[src/rtl/dvrc_pkg.sv]
// Package: constants and types shared by both ends of the verify/recalibrate link
package dvrc_pkg;
    // ==========================================================
    // Command block register selects (index on the link)
    localparam logic [3:0] DVRC_SEL_ERROR   = 4'h1; // Read: error flags
    localparam logic [3:0] DVRC_SEL_FEATURE = 4'h1; // Write: feature
    localparam logic [3:0] DVRC_SEL_SCOUNT  = 4'h2;
    localparam logic [3:0] DVRC_SEL_SNUM    = 4'h3;
    localparam logic [3:0] DVRC_SEL_CYLLO   = 4'h4;
    localparam logic [3:0] DVRC_SEL_CYLHI   = 4'h5;
    localparam logic [3:0] DVRC_SEL_DEVHEAD = 4'h6;
    localparam logic [3:0] DVRC_SEL_CMD     = 4'h7; // Write: command
    localparam logic [3:0] DVRC_SEL_STATUS  = 4'h7; // Read: status
    localparam logic [3:0] DVRC_SEL_DEVCTL  = 4'hE; // Write: device control

    // ==========================================================
    // Command codes
    localparam logic [7:0] DVRC_CMD_VERIFY_EXT = 8'h42;
    localparam logic [3:0] DVRC_CMD_RECAL_HI   = 4'h1;

    // ==========================================================
    // Field positions
    localparam int DVRC_ERR_UNC  = 6;
    localparam int DVRC_ERR_IDN  = 4;
    localparam int DVRC_ERR_ABT  = 2;
    localparam int DVRC_ERR_TZNF = 1;
    localparam int DVRC_ST_BSY   = 7;
    localparam int DVRC_ST_RDY   = 6;
    localparam int DVRC_ST_DF    = 5;
    localparam int DVRC_ST_DSC   = 4;
    localparam int DVRC_ST_DRQ   = 3;
    localparam int DVRC_ST_ERR   = 0;
    localparam int DVRC_DC_HOB   = 7;

    // ==========================================================
    // Reset values and counts
    localparam logic [7:0]  DVRC_STATUS_RESET = 8'h50;
    localparam logic [7:0]  DVRC_ERROR_RESET  = 8'h00;
    localparam logic [16:0] DVRC_ZERO_COUNT   = 17'h10000;

    // ==========================================================
    // Host-side AHB register offsets
    localparam logic [7:0] DVRC_A_LBA_LO  = 8'h00; // LBA 31:0
    localparam logic [7:0] DVRC_A_LBA_HI  = 8'h04; // LBA 47:32
    localparam logic [7:0] DVRC_A_COUNT   = 8'h08; // Sector count 15:0
    localparam logic [7:0] DVRC_A_CMD     = 8'h0C; // Write: start cmd
    localparam logic [7:0] DVRC_A_STAT    = 8'h10; // Status/error/busy
    localparam logic [7:0] DVRC_A_FAIL_LO = 8'h14; // Failing LBA 31:0
    localparam logic [7:0] DVRC_A_FAIL_HI = 8'h18; // Failing LBA 47:32

    typedef enum logic [1:0] {
        DVRC_HTRANS_IDLE   = 2'h0,
        DVRC_HTRANS_NONSEQ = 2'h2
    } dvrc_htrans_t;
endpackage : dvrc_pkg

[src/rtl/dvrc_link_if.sv]
// Interface: command block register port between host adapter and drive
interface dvrc_link_if (
    input wire logic hclk,
    input wire logic hresetn
);
    logic       wr_stb;   // One-cycle register write
    logic       rd_stb;   // One-cycle register read request
    logic [3:0] sel;      // Register select
    logic [7:0] wdata;    // Write byte
    logic [7:0] rdata;    // Read byte, valid with rd_ack
    logic       rd_ack;   // Read answer pulse
    logic       intrq;    // Command complete level

    modport device (
        input  wr_stb, rd_stb, sel, wdata,
        output rdata, rd_ack, intrq
    );
    modport host (
        output wr_stb, rd_stb, sel, wdata,
        input  rdata, rd_ack, intrq
    );
endinterface : dvrc_link_if

[src/rtl/dvrc_host.sv]
// Host adapter end: AHB-Lite slave registers driving the command block
module dvrc_host
    import dvrc_pkg::*;
(
    input  wire logic        hclk,
    input  wire logic        hresetn,
    input  wire logic        hsel,
    input  wire logic [31:0] haddr,
    input  wire logic [1:0]  htrans,
    input  wire logic        hwrite,
    input  wire logic [2:0]  hsize,
    input  wire logic [31:0] hwdata,
    input  wire logic        hready,
    output logic [31:0]      hrdata,
    output logic             hreadyout,
    output logic             hresp,
    dvrc_link_if.host        link
);
    import dvrc_pkg::*;

    typedef enum logic [3:0] {
        DVRC_H_IDLE, DVRC_H_WR, DVRC_H_CMD, DVRC_H_WAIT,
        DVRC_H_RERR, DVRC_H_RERRW, DVRC_H_RD, DVRC_H_RDW
    } dvrc_hstate_t;

    logic [47:0] lba_reg, lba_next, fail_reg, fail_next;
    logic [15:0] cnt_reg, cnt_next;
    logic [7:0]  cmd_reg, cmd_next, st_reg, st_next, err_reg, err_next;
    logic [3:0]  step_reg, step_next;
    logic        wph_reg, wph_next, wr_reg, wr_next;
    logic [7:0]  adr_reg, adr_next;
    logic [31:0] rdat_reg, rdat_next;
    dvrc_hstate_t state_reg, state_next;

    logic        busy;
    logic [63:0] wr_bytes;
    logic [2:0]  rd_idx;
    assign busy = (state_reg != DVRC_H_IDLE);
    // Write order: each pair sends its previous-level byte first
    assign wr_bytes = {lba_reg[23:16], lba_reg[47:40], lba_reg[15:8],
        lba_reg[39:32], lba_reg[7:0], lba_reg[31:24], cnt_reg[7:0],
        cnt_reg[15:8]};
    // Readback byte within the chosen level
    assign rd_idx = (step_reg[3:1] > 3'h2) ? step_reg[3:1] - 3'h3
                                           : step_reg[3:1];
    assign hreadyout = 1'b1;
    assign hresp     = 1'b0;
    assign hrdata    = rdat_reg;

    // Link drive: one strobe per step
    always_comb begin
        link.wr_stb = 1'b0;
        link.rd_stb = 1'b0;
        link.sel    = DVRC_SEL_DEVCTL;
        link.wdata  = 8'h00;
        unique case (state_reg)
            DVRC_H_WR: begin
                link.wr_stb = 1'b1;
                link.sel    = DVRC_SEL_SCOUNT + {2'b00, step_reg[2:1]};
                link.wdata  = wr_bytes[8*step_reg[2:0] +: 8];
            end
            DVRC_H_CMD: begin
                link.wr_stb = 1'b1;
                link.sel    = DVRC_SEL_CMD;
                link.wdata  = cmd_reg;
            end
            DVRC_H_RERR: begin
                link.rd_stb = 1'b1;
                link.sel    = step_reg[0] ? DVRC_SEL_ERROR : DVRC_SEL_STATUS;
            end
            DVRC_H_RD: begin
                link.rd_stb = (step_reg[0] == 1'b1);
                link.wr_stb = (step_reg[0] == 1'b0);
                link.sel    = step_reg[0] ? (DVRC_SEL_SNUM + {1'b0, rd_idx})
                                          : DVRC_SEL_DEVCTL;
                link.wdata  = {step_reg[3:1] > 3'h2, 7'h00};
            end
            default: ;
        endcase
    end

    // Bus slave, command sequencer and result capture
    always_comb begin
        lba_next = lba_reg; fail_next = fail_reg; cnt_next = cnt_reg;
        cmd_next = cmd_reg; st_next = st_reg; err_next = err_reg;
        step_next = step_reg; state_next = state_reg; rdat_next = rdat_reg;
        wph_next = hsel && hready && htrans == DVRC_HTRANS_NONSEQ;
        wr_next  = hwrite;
        adr_next = haddr[7:0];
        if (wph_next && !hwrite) begin
            unique case (haddr[7:0])
                DVRC_A_LBA_LO:  rdat_next = lba_reg[31:0];
                DVRC_A_LBA_HI:  rdat_next = {16'h0000, lba_reg[47:32]};
                DVRC_A_COUNT:   rdat_next = {16'h0000, cnt_reg};
                DVRC_A_STAT:    rdat_next = {15'h0000, busy, err_reg, st_reg};
                DVRC_A_FAIL_LO: rdat_next = fail_reg[31:0];
                DVRC_A_FAIL_HI: rdat_next = {16'h0000, fail_reg[47:32]};
                default:        rdat_next = 32'h00000000;
            endcase
        end
        if (wph_reg && wr_reg && !busy) begin
            unique case (adr_reg)
                DVRC_A_LBA_LO: lba_next[31:0]  = hwdata;
                DVRC_A_LBA_HI: lba_next[47:32] = hwdata[15:0];
                DVRC_A_COUNT:  cnt_next = hwdata[15:0];
                DVRC_A_CMD: begin
                    cmd_next = hwdata[7:0]; step_next = 4'h0;
                    st_next[DVRC_ST_BSY] = 1'b1;
                    state_next = (hwdata[7:0] == DVRC_CMD_VERIFY_EXT)
                        ? DVRC_H_WR : DVRC_H_CMD;
                end
                default: ;
            endcase
        end
        unique case (state_reg)
            DVRC_H_IDLE: ;
            DVRC_H_WR: begin
                step_next = step_reg + 4'h1;
                if (step_reg == 4'h7) state_next = DVRC_H_CMD;
            end
            DVRC_H_CMD:  state_next = DVRC_H_WAIT;
            DVRC_H_WAIT: if (link.intrq) state_next = DVRC_H_RERR;
            DVRC_H_RERR: state_next = DVRC_H_RERRW;
            DVRC_H_RERRW: if (link.rd_ack && !step_reg[0]) begin
                // Status first; the read clears the completion level
                st_next = link.rdata;
                step_next = 4'h1;
                state_next = DVRC_H_RERR;
            end else if (link.rd_ack) begin
                err_next = link.rdata;
                step_next = 4'h0;
                state_next = DVRC_H_RD;
            end
            DVRC_H_RD: state_next = step_reg[0] ? DVRC_H_RDW : DVRC_H_RD;
            DVRC_H_RDW: if (link.rd_ack) begin
                // Reads go: 7:0, 15:8, 23:16, then 31:24, 39:32, 47:40
                fail_next[8*step_reg[3:1] +: 8] = link.rdata;
                state_next = (step_reg == 4'hB) ? DVRC_H_IDLE : DVRC_H_RD;
            end
            default: state_next = DVRC_H_IDLE;
        endcase
        if (state_reg == DVRC_H_RD && !step_reg[0]) step_next = step_reg + 4'h1;
        if (state_reg == DVRC_H_RDW && link.rd_ack) step_next = step_reg + 4'h1;
    end

    // Registers
    always_ff @(posedge hclk or negedge hresetn) begin
        if (!hresetn) begin
            lba_reg <= 48'h000000000000; fail_reg <= 48'h000000000000;
            cnt_reg <= 16'h0000; cmd_reg <= 8'h00;
            st_reg <= DVRC_STATUS_RESET;
            err_reg <= 8'h00; step_reg <= 4'h0; wph_reg <= 1'b0;
            wr_reg <= 1'b0; adr_reg <= 8'h00; rdat_reg <= 32'h00000000;
            state_reg <= DVRC_H_IDLE;
        end else begin
            lba_reg <= lba_next; fail_reg <= fail_next; cnt_reg <= cnt_next;
            cmd_reg <= cmd_next; st_reg <= st_next; err_reg <= err_next;
            step_reg <= step_next; wph_reg <= wph_next; wr_reg <= wr_next;
            adr_reg <= adr_next; rdat_reg <= rdat_next;
            state_reg <= state_next;
        end
    end
endmodule : dvrc_host

[src/flat_wrapper.sv]
// flat-port wrapper written by rule: the top's interface ports become plain ports
module dvrc_host_flat import dvrc_pkg::*;
  (hclk, hresetn, hsel, haddr, htrans, hwrite, hsize, hwdata, hready, hrdata, hreadyout, hresp, link_wr_stb, link_rd_stb, link_sel, link_wdata, link_rdata, link_rd_ack, link_intrq);
  dvrc_link_if link_i (.hclk(hclk), .hresetn(hresetn));
  input  wire logic hclk;
  input  wire logic hresetn;
  input  wire logic hsel;
  input  wire logic [31:0] haddr;
  input  wire logic [1:0] htrans;
  input  wire logic hwrite;
  input  wire logic [2:0] hsize;
  input  wire logic [31:0] hwdata;
  input  wire logic hready;
  output logic [31:0] hrdata;
  output logic hreadyout;
  output logic hresp;
  output wire logic [$bits(link_i.wr_stb)-1:0] link_wr_stb;
  output wire logic [$bits(link_i.rd_stb)-1:0] link_rd_stb;
  output wire logic [$bits(link_i.sel)-1:0] link_sel;
  output wire logic [$bits(link_i.wdata)-1:0] link_wdata;
  input wire logic [$bits(link_i.rdata)-1:0] link_rdata;
  input wire logic [$bits(link_i.rd_ack)-1:0] link_rd_ack;
  input wire logic [$bits(link_i.intrq)-1:0] link_intrq;
  assign link_wr_stb = link_i.wr_stb;
  assign link_rd_stb = link_i.rd_stb;
  assign link_sel = link_i.sel;
  assign link_wdata = link_i.wdata;
  assign link_i.rdata = link_rdata;
  assign link_i.rd_ack = link_rd_ack;
  assign link_i.intrq = link_intrq;
  dvrc_host u_core (.hclk(hclk), .hresetn(hresetn), .hsel(hsel), .haddr(haddr), .htrans(htrans), .hwrite(hwrite), .hsize(hsize), .hwdata(hwdata), .hready(hready), .hrdata(hrdata), .hreadyout(hreadyout), .hresp(hresp), .link(link_i));
endmodule
[config.mk]
export PLATFORM = sky130hd
export DESIGN_NAME = dvrc_host_flat
export DESIGN_NICKNAME = d
export VERILOG_FILES = /design/src/rtl/dvrc_pkg.sv /design/src/rtl/dvrc_link_if.sv /design/src/rtl/dvrc_host.sv /design/src/flat_wrapper.sv
export SDC_FILE = /design/constraint.sdc
export NUM_CORES = 1
export LEC_CHECK = 0
export BUFFER_PORTS_ARGS = -buffer_cell sky130_fd_sc_hd__buf_4
export CAP_MARGIN = 0
export CORE_UTILIZATION = 50
export DETAILED_ROUTE_END_ITERATION = 8
export GPL_ROUTABILITY_DRIVEN = 0
export PLACE_DENSITY_LB_ADDON = 0.12
export SYNTH_ARGS = -nofsm -noshare
export SYNTH_HDL_FRONTEND = slang
export SYNTH_SLANG_ARGS = --single-unit
[constraint.sdc]
create_clock -name hclk -period 4.2 [get_ports hclk]
set_input_delay 0.42 -clock hclk [delete_from_list [all_inputs] [get_ports hclk]]
set_output_delay 0.42 -clock hclk [all_outputs]
set_load 0.01 [all_outputs]
==> flow_summary.toml <==
[grt]
grt_usage_pct = 27.7
grt_pass1_wl_um = 39900
grt_max_degree = 110
antenna_found_initial = 1
first_global_vias = 6815
overflow = 0

[route]
post_drt_wl_per_cell_um = 23.4
vias = 6591
drt-total-wl_um = 25400
drt_iter0_markers = 517
vias_per_cell = 6.08
ant_nets = 0
drc = 5
drt-pass1-iter-count = 9

[clock_tree]
cts.sinks = 186
cts_tree = "yes"
htree_levels = 4
clock_path_buffers = 2
path_clk_slew_ns = 0.07
cts_resized = 0
cts_setup_buffers = 0
cts-root-buf = "clkbuf_16"
cts_made_buffers = 17
clock_latency_ns = 0.44
cts_hold_buf = 0

[setup_path]
reg2regPathDepth = 5
crit_path_frequent_cell = "ha_1"
cp_num_buf_inv = 2
critPathMaxFanout = 14
crit_required_ns = 3.78
slowest_stage = "inv_1"
r2r_start = "u_core.step_reg[2]"
slowest_delay_ns = 0.63
crit_arrival_ns = 2.96
cp_cell_sequence = "inv_1, ha_1, o22ai_1, ha_1, xnor2_1, o221ai_1, buf_4"
r2r_end = "u_core.fail_reg[34]"
cp-start-kind = "flop"
cp_top_family = "buffers and inverters"
crit_path_end_kind = "primary output"
worstSetupPathType = "reg -> out"
rrSetupSlack_ns = 1.02

[die]
core_um2 = 18100
fp-row-count = 49
io_pins = 132
die_area_um2 = 19200
die_w_um = 139
die_height_um = 139
start_util_pct = 51.4

[sta]
timing.fmax_mhz = 296
hold_viol_final = 0
fin_crit_ns = 3.38
slew_headroom_pct = 24.4
tightestPinTransition_ns = 1.13
setup_ws_ns = 0.824
setup_viol = 0
rsz0062_at_grt = "no"
drv_slew = 0
fin_setup_tns_ns = 0
fin_crit_sh_pct = 80.4
finClkSkew_ns = 0.0105

[status]
violations = "design-rule violations"
status = "finished with violations"

[pwr]
p_seq_share_pct = 44.9
power_density_nw_per_um2 = 393
irDropWorstVdd_mv = 0.296
clock_power_share_pct = 39.9
p_leak_nw = 5.22
sw_frac_of_total_pct = 29.1
p_switching_w = 0.00125
p_int_w = 0.00303
power_frac_comb_pct = 15.2

[synth]
avgSynthCellArea_um2 = 12.4
yosysTopAreaCell = "dfrtp_1"
synth_most_common_cell = "dfrtp_1"
synth_edf_count = 0
yosys-top-cells-area = "dfrtp_1, mux2_2, mux4_2, mux2i_1, nand2_1"
syn_area_um2 = 9330
yosysTopAreaCellShare_pct = 49.4
synthCells = 752
ys_seq_area_share_pct = 49.9
async_flop_share_pct = 100
synth_ff_type = "dfrtp_1"
yosys_warnings = 0
ys_types = 73
ys_top_cells_by_count = "dfrtp_1, mux2_2, nand2_1, o21ai_0, mux2i_1"
ys_seq_elements = 186

[run]
maxCapViolations = 0

[cells_and_area]
diodes = 0
layout.nets = 934
filler_cell_count = 1482
drive_gt1_share_pct = 35.8
syn_to_final_growth_pct = 16.7

[placed_design]
dp_slack_ns = 1.10
dp_hpwl_um = 17800
port_buffers = 102

[hold_path]
hp-class = "in -> async"
-- through the flow --
step	power (W)	cells	area (µm²)	util (%)	hold slack [ns]
floorplan	0.00235	753	9330	-	0.124
global placement	0.00259	1052	10300	56.6	0.474
detailed placement	0.00260	1052	10300	56.6	0.474
CTS	0.00430	1084	10900	60.0	0.0900
global route	0.00443	1084	10900	60.0	0.0967
finish	0.00428	1084	10900	60.0	0.103
-- worst register-to-register path: cells and delay by family (launching register included) --
family / cells / cell delay [ns]
compound gates: 1 / 0.41
mux: 1 / 0.48
flops: 1 / 0.53
simple gates: 1 / 0.57
fa+ha+maj: 1 / 0.45
buf+inv: 1 / 0.63
-- placed cells by master, fill, tap and decap left out, drive strengths merged, types with 4 or more instances in the layout --
cell     count
a221o        8
nor2b        8
a32o         7
nor3        12
a21oi       13
nor4         6
and3         6
dfrtp      184
mux4        17
o2bb2ai      6
a31oi        7
mux2i       32
nand4        5
nand2       61
and2        11
xnor2        4
nand3b       8
a22oi       23
o21ai       37
clkbuf      17
ha           8
or3          4
nor4b        7
inv         31
mux2       136
nand2b       5
buf        114
nor3b        4
nor2        19
a2bb2oi      5
-- layer usage --
layer | vias up | track usage, % | share of wire, %
li1 | 2969 | - | -
met1 | 3355 | 38.3 | 44
met2 | 224 | 43.2 | 47
met3 | 43 | 5.63 | 6.2
met4 | 0 | 10.6 | 2.4
met5 | - | 0 | 0
-- power by group through the flow --
stage               clock network, W  registers, W  logic (W)
floorplan                          0       0.00190   0.000444
global placement                   0       0.00195   0.000634
detailed placement                 0       0.00196   0.000648
CTS                          0.00173       0.00192   0.000653
global route                 0.00179       0.00193   0.000706
finish                       0.00170       0.00192   0.000650
-- worst max path at each step --
| stage | cells past startpoint | to | startpoint |
|---|---|---|---|
| 6_report | 7 | link_sel[2] | u_core.step_reg[2] |
| 3_5_place_dp | 5 | u_core.fail_reg[34] | u_core.step_reg[2] |
| 4_1_cts | 7 | link_sel[2] | u_core.step_reg[2] |
| 5_1_grt | 7 | link_sel[2] | u_core.step_reg[2] |
| 2_1_floorplan | 7 | u_core.fail_reg[41] | u_core.step_reg[2] |
| 3_3_place_gp | 5 | u_core.fail_reg[38] | u_core.step_reg[2] |
-- kinds of logic after synthesis --
kind of cell	synth area share [%]
DFF	49.9
muxes	24.4
and+or+nand+nor	11.0
AOI/OAI and AO/OA	9.83
buffers and inverters	3.38
adders and majority gates	1.07
xor gates and xnor gates	0.376
other	0.0805
-- cell type report --
| type | instances | area [µm²] | area share [%] |
|---|---|---|---|
| multi-input cells | 501 | 4370 | 40.1 |
| repair buffers | 114 | 872 | 8.01 |
| clock inverters | 15 | 198 | 1.82 |
| flip-flops and latches | 186 | 4660 | 42.8 |
| inverters | 22 | 82.6 | 0.758 |
| clock buffers | 17 | 425 | 3.91 |
| well taps | 229 | 287 | 2.63 |
(Power assumes the default switching activity.)
